File: src/logic/swc_params.svh
`ifndef SWC_PARAMS_SVH
`define SWC_PARAMS_SVH

// ****************************************
// Register map
// ****************************************
`define SWC_ADDR_CTRL 4'h0
`define SWC_ADDR_IRQ_EN 4'h1
`define SWC_ADDR_IRQ_FLAG 4'h2
`define SWC_ADDR_STATUS 4'h3

// ****************************************
// Field positions and reset values
// ****************************************
`define SWC_CTRL_WDT_EN 0
`define SWC_CTRL_RC_OSC 1
`define SWC_CTRL_GIE 2
`define SWC_CTRL_RST 3'h1
`define SWC_STAT_SLEEP 0
`define SWC_STAT_START 1
`define SWC_STAT_PD 3
`define SWC_STAT_TO 4

// ****************************************
// Interrupt sources
// ****************************************
`define SWC_IRQ_N 9
`define SWC_SRC_EXT 0
`define SWC_SRC_PORT 1
`define SWC_SRC_TMR2 2
`define SWC_SRC_CORE_TMR 8
`define SWC_IRQ_VECTOR 11'h004

// ****************************************
// Timing
// ****************************************
`define SWC_OST_TOSC 1024
`define SWC_TOSC_PS 4000
`define SWC_CLK_PS 4000
`define SWC_OST_CYCLES ((`SWC_OST_TOSC * `SWC_TOSC_PS + `SWC_CLK_PS - 1) / `SWC_CLK_PS)
`define SWC_WDT_CYCLES 65536

`endif

File: src/logic/swc_pkg.sv
package swc_pkg;

  // ****************************************
  // Sequencer states
  // ****************************************
  typedef enum logic [1:0] {
    swc_run = 2'b00,
    swc_sleep = 2'b01,
    swc_start = 2'b10
  } swc_state_t;

  // Requests from the CPU instruction sequencer
  typedef struct packed {
    logic sleep_exec;
    logic wdt_clear;
    logic instr_done;
  } swc_cpu_req_t;

  // Answers to the CPU instruction sequencer
  typedef struct packed {
    logic osc_run;
    logic resume;
    logic vector_after;
    logic irq_take;
    logic dev_reset;
    logic [10:0] load_addr;
  } swc_seq_t;

endpackage

File: src/logic/swc_sleep_ctrl.sv
`include "swc_params.svh"
`timescale 1ns/1ps
`default_nettype none

module swc_sleep_ctrl #(
  parameter int WDT_CYCLES = `SWC_WDT_CYCLES
) (
  input wire logic clk,
  input wire logic sys_rst,
  input wire logic [3:0] reg_addr,
  input wire logic [15:0] reg_wdata,
  input wire logic reg_wr,
  input wire logic reg_rd,
  output logic [15:0] reg_rdata,
  input wire swc_pkg::swc_cpu_req_t cpu_req,
  input wire logic [10:0] pc,
  input wire logic master_clear_pin_n,
  input wire logic ext_irq_pin,
  input wire logic [3:0] upper_port_pin,
  input wire logic second_timer_ovf,
  input wire logic second_timer_async,
  input wire logic [4:0] periph_wake_irq,
  input wire logic core_timer_ovf,
  input wire logic [7:0] io_out,
  input wire logic [7:0] io_oe,
  output logic [7:0] pin_out,
  output logic [7:0] pin_oe,
  output swc_pkg::swc_seq_t seq,
  output logic [10:0] prefetch_addr,
  output logic [10:0] ret_addr
);

  localparam int NI = `SWC_IRQ_N;
  localparam logic [10:0] OST_LAST = 11'(`SWC_OST_CYCLES - 1);
  localparam logic [31:0] WDT_LAST = 32'(WDT_CYCLES - 1);

  // ****************************************
  // Pin synchronisers
  // ****************************************
  logic master_clear_pin_n_s;
  logic ext_s;
  logic [3:0] port_s;

  swc_sync #(.W(1), .INIT(1'b1)) u_sync_master_clear_pin (
    .clk(clk),
    .sys_rst(sys_rst),
    .d(master_clear_pin_n),
    .q(master_clear_pin_n_s)
  );

  swc_sync #(.W(5), .INIT(5'h00)) u_sync_irq (
    .clk(clk),
    .sys_rst(sys_rst),
    .d({upper_port_pin, ext_irq_pin}),
    .q({port_s, ext_s})
  );

  // ****************************************
  // State
  // ****************************************
  swc_pkg::swc_state_t state_r, state_nxt;
  logic [2:0] ctrl_r;
  logic [NI-1:0] en_r, flag_r, flag_nxt;
  logic pd_r, to_r, ext_d_r, wake_irq_r, defer_r;
  logic [3:0] port_d_r;
  logic [31:0] wdt_cnt_r;
  logic [10:0] ost_cnt_r;
  swc_pkg::swc_seq_t seq_r;
  logic [15:0] rdata_r;
  logic [7:0] pin_out_r, pin_oe_r;
  logic [10:0] prefetch_r, ret_r;

  // ****************************************
  // Decode and events
  // ****************************************
  wire awake = (state_r == swc_pkg::swc_run);
  wire master_clear_pin_evt = ~master_clear_pin_n_s;
  wire global_irq_enable = ctrl_r[`SWC_CTRL_GIE];
  wire rc_mode = ctrl_r[`SWC_CTRL_RC_OSC];
  wire wr_ctrl = reg_wr && (reg_addr == `SWC_ADDR_CTRL);
  wire wr_en = reg_wr && (reg_addr == `SWC_ADDR_IRQ_EN);
  wire wr_flag = reg_wr && (reg_addr == `SWC_ADDR_IRQ_FLAG);

  // Edge on interrupt pin, any change on upper port
  wire ext_rise = ext_s & ~ext_d_r;
  wire port_chg = |(port_s ^ port_d_r);

  // Event vector; clocked sources gated while asleep
  wire [NI-1:0] ev = {
    core_timer_ovf & awake,
    periph_wake_irq,
    second_timer_ovf & (second_timer_async | awake),
    port_chg,
    ext_rise
  };

  // Pending uses only individual enables
  wire pend = |(flag_r & en_r);
  wire sleep_req = awake && cpu_req.sleep_exec && !master_clear_pin_evt;
  wire sleep_full = sleep_req && !pend;

  // Watchdog
  wire wdt_en = ctrl_r[`SWC_CTRL_WDT_EN];
  wire wdt_clr = cpu_req.wdt_clear || sleep_full;
  wire wdt_to = wdt_en && (wdt_cnt_r == WDT_LAST);
  wire wdt_wake = wdt_to && (state_r == swc_pkg::swc_sleep);
  wire wdt_rst = wdt_to && !wdt_clr && (state_r != swc_pkg::swc_sleep);

  // Wake cause while asleep
  wire wake_evt = pend || wdt_wake;
  wire ost_done = rc_mode || (ost_cnt_r == OST_LAST);
  wire irq_go = awake && global_irq_enable && pend && !defer_r && !seq_r.irq_take;

  // Flags: set beats software clear
  assign flag_nxt = (flag_r & ~(wr_flag ? reg_wdata[NI-1:0] : {NI{1'b0}})) | ev;

  // Read data mux
  wire [15:0] rd_mux =
    (reg_addr == `SWC_ADDR_CTRL) ? {13'h0000, ctrl_r} :
    (reg_addr == `SWC_ADDR_IRQ_EN) ? {7'h00, en_r} :
    (reg_addr == `SWC_ADDR_IRQ_FLAG) ? {7'h00, flag_r} :
    (reg_addr == `SWC_ADDR_STATUS) ? {11'h000, to_r, pd_r, 1'b0,
      state_r == swc_pkg::swc_start, state_r == swc_pkg::swc_sleep} :
    16'h0000;

  // ****************************************
  // Sleep sequencer
  // ****************************************
  always_comb begin
    state_nxt = state_r;
    unique case (state_r)
      swc_pkg::swc_run: begin
        if (sleep_full) begin
          state_nxt = swc_pkg::swc_sleep;
        end
      end
      swc_pkg::swc_sleep: begin
        if (wake_evt) begin
          state_nxt = swc_pkg::swc_start;
        end
      end
      swc_pkg::swc_start: begin
        if (ost_done) begin
          state_nxt = swc_pkg::swc_run;
        end
      end
      default: state_nxt = swc_pkg::swc_run;
    endcase
    if (master_clear_pin_evt) begin
      state_nxt = swc_pkg::swc_run;
    end
  end

  // State, start-up count and held wake cause
  always_ff @(posedge clk) begin
    if (sys_rst) begin
      state_r <= swc_pkg::swc_run;
      ost_cnt_r <= 11'h000;
      wake_irq_r <= 1'b0;
    end else begin
      state_r <= state_nxt;
      ost_cnt_r <= (state_r == swc_pkg::swc_start) ? ost_cnt_r + 11'h001 : 11'h000;
      if (state_r == swc_pkg::swc_sleep && wake_evt) begin
        wake_irq_r <= pend;
      end
    end
  end

  // Watchdog counter runs in every state
  always_ff @(posedge clk) begin
    if (sys_rst || wdt_clr || wdt_to || !wdt_en) begin
      wdt_cnt_r <= 32'h00000000;
    end else begin
      wdt_cnt_r <= wdt_cnt_r + 32'h00000001;
    end
  end

  // ****************************************
  // Status and control registers
  // ****************************************
  always_ff @(posedge clk) begin
    if (sys_rst) begin
      pd_r <= 1'b1;
      to_r <= 1'b1;
    end else begin
      if (sleep_full) begin
        pd_r <= 1'b0;
      end else if (cpu_req.wdt_clear) begin
        pd_r <= 1'b1;
      end
      if (wdt_to && !wdt_clr) begin
        to_r <= 1'b0;
      end else if (wdt_clr) begin
        to_r <= 1'b1;
      end
    end
  end

  // Control, enables and flags; response clears global enable
  always_ff @(posedge clk) begin
    if (sys_rst) begin
      ctrl_r <= `SWC_CTRL_RST;
      en_r <= '0;
      flag_r <= '0;
    end else begin
      if (wr_ctrl) begin
        ctrl_r <= reg_wdata[2:0];
      end
      if (irq_go) begin
        ctrl_r[`SWC_CTRL_GIE] <= 1'b0;
      end
      if (wr_en) begin
        en_r <= reg_wdata[NI-1:0];
      end
      flag_r <= flag_nxt;
    end
  end

  // Pin history for edge and change detection
  always_ff @(posedge clk) begin
    if (sys_rst) begin
      ext_d_r <= 1'b0;
      port_d_r <= 4'h0;
    end else begin
      ext_d_r <= ext_s;
      port_d_r <= port_s;
    end
  end

  // ****************************************
  // Outputs to the sequencer
  // ****************************************
  always_ff @(posedge clk) begin
    if (sys_rst) begin
      seq_r <= '{osc_run: 1'b1, default: '0};
      defer_r <= 1'b0;
      prefetch_r <= 11'h000;
      ret_r <= 11'h000;
    end else begin
      seq_r.osc_run <= (state_nxt != swc_pkg::swc_sleep);
      seq_r.resume <= (state_r == swc_pkg::swc_start) && ost_done && !master_clear_pin_evt;
      seq_r.vector_after <= (state_r == swc_pkg::swc_start) && ost_done && wake_irq_r && global_irq_enable;
      seq_r.irq_take <= irq_go;
      seq_r.load_addr <= irq_go ? `SWC_IRQ_VECTOR : 11'h000;
      seq_r.dev_reset <= master_clear_pin_evt || wdt_rst;
      if ((state_r == swc_pkg::swc_start) && ost_done && !master_clear_pin_evt) begin
        defer_r <= 1'b1;
      end else if (cpu_req.instr_done) begin
        defer_r <= 1'b0;
      end
      if (cpu_req.sleep_exec) begin
        prefetch_r <= pc + 11'h001;
      end
      if (irq_go) begin
        ret_r <= pc;
      end
    end
  end

  // Pins frozen unless running
  always_ff @(posedge clk) begin
    if (sys_rst) begin
      pin_out_r <= 8'h00;
      pin_oe_r <= 8'h00;
    end else if (awake) begin
      pin_out_r <= io_out;
      pin_oe_r <= io_oe;
    end
  end

  // Register read, data valid the cycle after the strobe
  always_ff @(posedge clk) begin
    if (sys_rst) begin
      rdata_r <= 16'h0000;
    end else begin
      rdata_r <= reg_rd ? rd_mux : 16'h0000;
    end
  end

  assign reg_rdata = rdata_r;
  assign seq = seq_r;
  assign pin_out = pin_out_r;
  assign pin_oe = pin_oe_r;
  assign prefetch_addr = prefetch_r;
  assign ret_addr = ret_r;

  // ****************************************
  // Checks
  // ****************************************
  property p_sleep_stops_osc;
    @(posedge clk) disable iff (sys_rst) sleep_full |=> !seq_r.osc_run && !pd_r;
  endproperty
  a_sleep_stops_osc: assert property (p_sleep_stops_osc) else $error("osc or pd wrong after sleep");

  property p_nop_sleep;
    @(posedge clk) disable iff (sys_rst) sleep_req && pend && !cpu_req.wdt_clear |=> awake && $stable(pd_r);
  endproperty
  a_nop_sleep: assert property (p_nop_sleep) else $error("pending sleep did not act as no-op");

  property p_to_clear;
    @(posedge clk) disable iff (sys_rst || master_clear_pin_evt) wdt_wake |=> !to_r && (state_r == swc_pkg::swc_start);
  endproperty
  a_to_clear: assert property (p_to_clear) else $error("watchdog wake mishandled");

  property p_wdt_reset;
    @(posedge clk) disable iff (sys_rst) wdt_rst |=> seq_r.dev_reset && !seq_r.resume;
  endproperty
  a_wdt_reset: assert property (p_wdt_reset) else $error("running time-out gave no reset");

  // Cycles spent in start-up, for the delay check
  logic [10:0] start_len_r;
  always_ff @(posedge clk) begin
    if (sys_rst || state_r != swc_pkg::swc_start) begin
      start_len_r <= 11'h000;
    end else begin
      start_len_r <= start_len_r + 11'h001;
    end
  end

  property p_ost;
    @(posedge clk) disable iff (sys_rst || master_clear_pin_evt)
      seq_r.resume && !$past(rc_mode) |-> $past(start_len_r) == OST_LAST;
  endproperty
  a_ost: assert property (p_ost) else $error("start-up delay wrong");

  property p_vector;
    @(posedge clk) disable iff (sys_rst) seq_r.irq_take |-> seq_r.load_addr == `SWC_IRQ_VECTOR && !global_irq_enable;
  endproperty
  a_vector: assert property (p_vector) else $error("interrupt response wrong");

  property p_flag_set;
    @(posedge clk) disable iff (sys_rst) |ev |=> ((flag_r & $past(ev)) == $past(ev));
  endproperty
  a_flag_set: assert property (p_flag_set) else $error("event flag lost");

  property p_pin_hold;
    @(posedge clk) disable iff (sys_rst) !awake |=> $stable(pin_out_r) && $stable(pin_oe_r);
  endproperty
  a_pin_hold: assert property (p_pin_hold) else $error("pins moved while asleep");

  property p_wake_no_gie;
    @(posedge clk) disable iff (sys_rst) (state_r == swc_pkg::swc_sleep) && pend && !master_clear_pin_evt
      |=> state_r == swc_pkg::swc_start;
  endproperty
  a_wake_no_gie: assert property (p_wake_no_gie) else $error("enabled interrupt did not wake");

endmodule

`default_nettype wire

File: src/logic/swc_sync.sv
`timescale 1ns/1ps
`default_nettype none

// Two-stage synchroniser for pins
module swc_sync #(
  parameter int W = 1,
  parameter logic [W-1:0] INIT = '0
) (
  input wire logic clk,
  input wire logic sys_rst,
  input wire logic [W-1:0] d,
  output logic [W-1:0] q
);

  logic [W-1:0] meta_r;

  // First stage feeds only the second
  always_ff @(posedge clk) begin
    if (sys_rst) begin
      meta_r <= INIT;
      q <= INIT;
    end else begin
      meta_r <= d;
      q <= meta_r;
    end
  end

endmodule

`default_nettype wire

File: config.mk
export PLATFORM = sky130hd
export DESIGN_NAME = swc_sleep_ctrl
export DESIGN_NICKNAME = d
export VERILOG_FILES = /design/src/logic/swc_pkg.sv /design/src/logic/swc_sleep_ctrl.sv /design/src/logic/swc_sync.sv
export VERILOG_INCLUDE_DIRS = /design/src /design/src/logic
export SDC_FILE = /design/constraint.sdc
export NUM_CORES = 1
export LEC_CHECK = 0
export BUFFER_PORTS_ARGS = -buffer_cell sky130_fd_sc_hd__buf_2
export CAP_MARGIN = 10
export CELL_PAD_IN_SITES_DETAIL_PLACEMENT = 1
export CELL_PAD_IN_SITES_GLOBAL_PLACEMENT = 2
export CORE_MARGIN = 1.5
export CORE_UTILIZATION = 34
export CTS_CLUSTER_SIZE = 28
export DETAILED_ROUTE_END_ITERATION = 12
export PLACE_DENSITY_LB_ADDON = 0.15
export SETUP_SLACK_MARGIN = 0.2
export SYNTH_ARGS = -nofsm -noshare
export SYNTH_HDL_FRONTEND = slang
export SYNTH_SLANG_ARGS = --single-unit
File: constraint.sdc
create_clock -name clk -period 2.5 [get_ports clk]
set_input_delay 0.5 -clock clk [delete_from_list [all_inputs] [get_ports clk]]
set_output_delay 0.5 -clock clk [all_outputs]
set_load 0.05 [all_outputs]
==> implementation parameters <==
Parameter                              Value

Layout
  Final antenna diode count    0
  Area growth from synthesis to layout    23.3%
  Area taken by flip-flops and latches    between 0.002 and 0.003 mm^2
  Footprint of the multi-input gates    0.00257 mm^2
  Fin nets    789
  Layout cells sized above 1    between 20% and 30%
  Fill cell count    ~1900

Run status
  Run status    completed

Timing
  Fraction of the cycle the final worst path needs    just over 80%
  Fin Setup TNS    0 ns
  Post-layout minimum cycle time    2.02 ns
  Total count of hold-check failures in the final report    0
  Number of max-slew violations in the final report    0
  Timing-limited maximum frequency    496 MHz
  Setup repair after global routing missed its margin    false
  Number of setup violations in the final report    0
  Rel. slew slack    55.3%
  Transition time of the tightest slew-check pin    approximately 0.66 ns
  Minimum hold slack    ~0.28 ns
  Clock skew    a little over 0.007 ns

Worst setup path
  Kind of start point of the critical path    register
  Delay of the slowest cell on the worst path    ~0.44 ns
  Number of buffer and inverter stages on the critical path    0
  Most prevalent standard cell on the critical path    a22o_1
  Slowest stage cell on the critical path    and3b_1
  Max Fanout on Critical Path    12
  Cell Chain, Critical Path    a22o_1 -> a221oi_1 -> nand3_1 -> and3b_1 -> a22o_1
  Category of the critical setup timing path    reg -> reg
  Family with the most delay on the worst path    simple AND/OR/NAND/NOR gates
  Startpoint of the worst-slack reg-to-reg timing path    flag_r[1]$_SDFF_PP0_
  Arrival time worst endpoint    2.31 ns
  Crit path capture type    register
  CP Launch Point    flag_r[1]$_SDFF_PP0_
  Critical path required time    2.80 ns
  Internal reg-to-reg setup slack    0.48 ns

Logic synthesis
  Number of flops mapped to enable cells by yosys    0
  Mean Syn Cell Area    roughly 9.2 um^2
  Fraction of synthesis flops using an asynchronous set or reset pin    0%
  Netlist Area Pre-Place    0.00558 mm^2
  Post-synthesis sequential element count    139
  Count of synthesis-stage warnings from yosys    0
  Seq/Total Area, Yosys    49.8%
  Number of unique standard cell types used by synthesis    53
  Most used DFF post-synth    dfxtp_1
  Post-Syn Instances    about 600

Detailed routing
  Average vias per placed instance    4.70
  Count of vias placed by the detailed router    4450
  Overall routed net length    ~14000 um
  DRC violation count after routing    0
  Detailed router's first-iteration violation count    160
  Remaining antenna violation count    0
  Pre-antenna DRT Iters    4
  Routed wire per std cell    14.7 um

GRT
  Number of antenna violations at the first check in global routing    0
  Pin count of the biggest net entering global routing    33
  Global-route wire length before repair    23400 um
  Global-route total usage across every layer    16.8%
  Number of global-route vias before repair    4633
  Gr ovfl total    0

CTS
  Maximum clock insertion buffer count    2
  Clock sink total    139
  H-tree lvl count    4
  Post-CTS setup repair buffer count    0
  # resized after CTS    0
  Clock tree root buffer cell    clkbuf_16
  TritonCTS Buffers    17
  Clock-pin transition on the worst setup and hold timing paths    0.05 ns
  Clock latency at the later pin of the worst-skew pair    between 0.4 and 0.5 ns
  Clock tree from TritonCTS    yes
  Cts hold-fix bufs    0

Floorplanning
  Core Rows    46
  Effective utilization at floorplan    35.0%
  I/O pin count    138
  Area of the core region    0.0159 mm^2
  Die Footprint    0.0172 mm^2
  Horiz. Die Dim    131 um
  Height of the die    ~130 um

Pwr
  Maximum vdd drop    482 uV
  Power density cells    between 700 and 800 mW/mm^2
  LEAKAGE    2.80 nW
  Total chip power    5.32 mW

Placed design
  Detailed placer's ending HPWL    10100 um
  Count of buffers inserted at the top-level ports    113
  Routability cong.    roughly 0.76

Hold path
  HP Class    in -> reg
  Origin of the worst min-delay path    master_clear_pin_n

Run
  Reported max-cap violation count    0
[area by class of cell]
class                      instances  area share (%)
clock inverter                     9            1.74
multi-input combinational        429            37.4
clock buffer                      22            6.74
timing repair buffer             120            9.16
inverter                          11           0.600
tap                              216            3.93
sequential                       139            40.4
[layer usage]
layer,track usage [%],routed length [um]
met1,20.6,6280
met2,28.5,6850
met3,3.70,475
met4,6.87,295
met5,0,0
[cells in the final DEF (no fill, tap or decap), drive strengths merged, types with 4 or more instances in the layout]
cell / n
a211oi: 9
a21oi: 28
a22o: 12
a22oi: 8
and3: 5
and4: 4
buf: 120
clkbuf: 22
clkinv: 6
conb: 17
dfxtp: 139
inv: 11
mux2i: 14
nand2: 60
nand2b: 5
nand3: 27
nand4: 9
nor2: 97
nor2b: 26
nor3: 14
nor4: 5
o21ai: 4
xnor2: 32
xor2: 19
[synth_stat cells (2+ instances only)]
cell / count / area, um^2
a21oi_1: 28 / 140
nor2_2: 7 / 43.8
nand2_1: 60 / 225
dfxtp_1: 139 / 2780
nand3_1: 26 / 130
nand2b_1: 5 / 31.3
nor2b_1: 26 / 163
a22o_1: 12 / 105
xnor2_1: 32 / 280
a22oi_1: 8 / 60.1
ha_1: 3 / 37.5
and4_1: 4 / 35.0
buf_4: 18 / 135
nor4b_1: 3 / 26.3
or3_1: 3 / 18.8
mux2i_1: 14 / 140
nor3_2: 7 / 70.1
o22ai_1: 2 / 12.5
xor2_1: 19 / 166
or2_2: 2 / 12.5
buf_2: 7 / 35.0
nor2_1: 90 / 338
mux2_2: 2 / 22.5
and3_1: 5 / 31.3
o21ai_0: 4 / 20.0
nor3_1: 7 / 35.0
clkbuf_1: 16 / 60.1
and2_1: 3 / 18.8
inv_1: 11 / 41.3
nand4_1: 8 / 50.1
nor4_1: 4 / 25.0
mux4_2: 2 / 45.0
a211oi_1: 9 / 67.6
[final timing paths]
path                                                    end  cells after the start
setup / recovery                   ret_addr[2]$_SDFFE_PP0P_                      5
hold / removal    u_sync_master_clear_pin.meta_r$_SDFF_PP1_                      2
setup reg to reg                   ret_addr[2]$_SDFFE_PP0P_                      5
hold reg to reg                  u_sync_irq.q[2]$_SDFF_PP0_                      1
[logic make-up (layout without fill, tap and decap cells)]
| kind of cell | Yosys count | after routing | synth area share (%) |
|---|---|---|---|
| buf+inv | 54 | 162 | 5.13 |
| other cells | 1 | 17 | 0.0672 |
| simple gates | 268 | 268 | 23.8 |
| xor+xnor | 51 | 51 | 8.00 |
| fa+ha+maj | 3 | 3 | 0.672 |
| compound gates | 72 | 72 | 8.76 |
| mux | 18 | 18 | 3.72 |
| flops | 139 | 139 | 49.8 |
[power breakdown]
group	internal (mW)	total [mW]	leakage (nW)	switching, mW
clock	1.60	2.49	0.293	0.889
combinational	0.142	0.502	1.37	0.360
sequential	2.28	2.32	1.13	0.0387
total	4.03	5.32	2.80	1.29
[state kept, by name (all words and copies together) (netlist names)]
signal / flops
pd_r: 1
state_r: 2
en_r: 9
u_sync_master_clear_pin.meta_r: 1
flag_r: 9
defer_r: 1
ret_addr: 11
prefetch_addr: 11
pin_oe: 8
port_d_r: 4
wdt_cnt_r: 32
to_r: 1
ext_d_r: 1
u_sync_irq.meta_r: 5
wake_irq_r: 1
u_sync_master_clear_pin.q: 1
ost_cnt_r: 11
reg_rdata: 9
u_sync_irq.q: 5
pin_out: 8
seq: 5
ctrl_r: 3
[through the flow]
| stage | instance area [um^2] | worst slack [ns] | util, % | cells |
|---|---|---|---|---|
| 5_1_grt | 6880 | 0.333 | 43.2 | 946 |
| 4_1_cts | 6880 | 0.425 | 43.2 | 946 |
| 2_1_floorplan | 5640 | 0.703 | - | 622 |
| 3_5_place_dp | 6300 | 0.518 | 39.5 | 915 |
| 3_3_place_gp | 6300 | 0.565 | 39.5 | 915 |
| 6_report | 6880 | 0.485 | 43.2 | 946 |
Power figures use the tool's default switching activity.
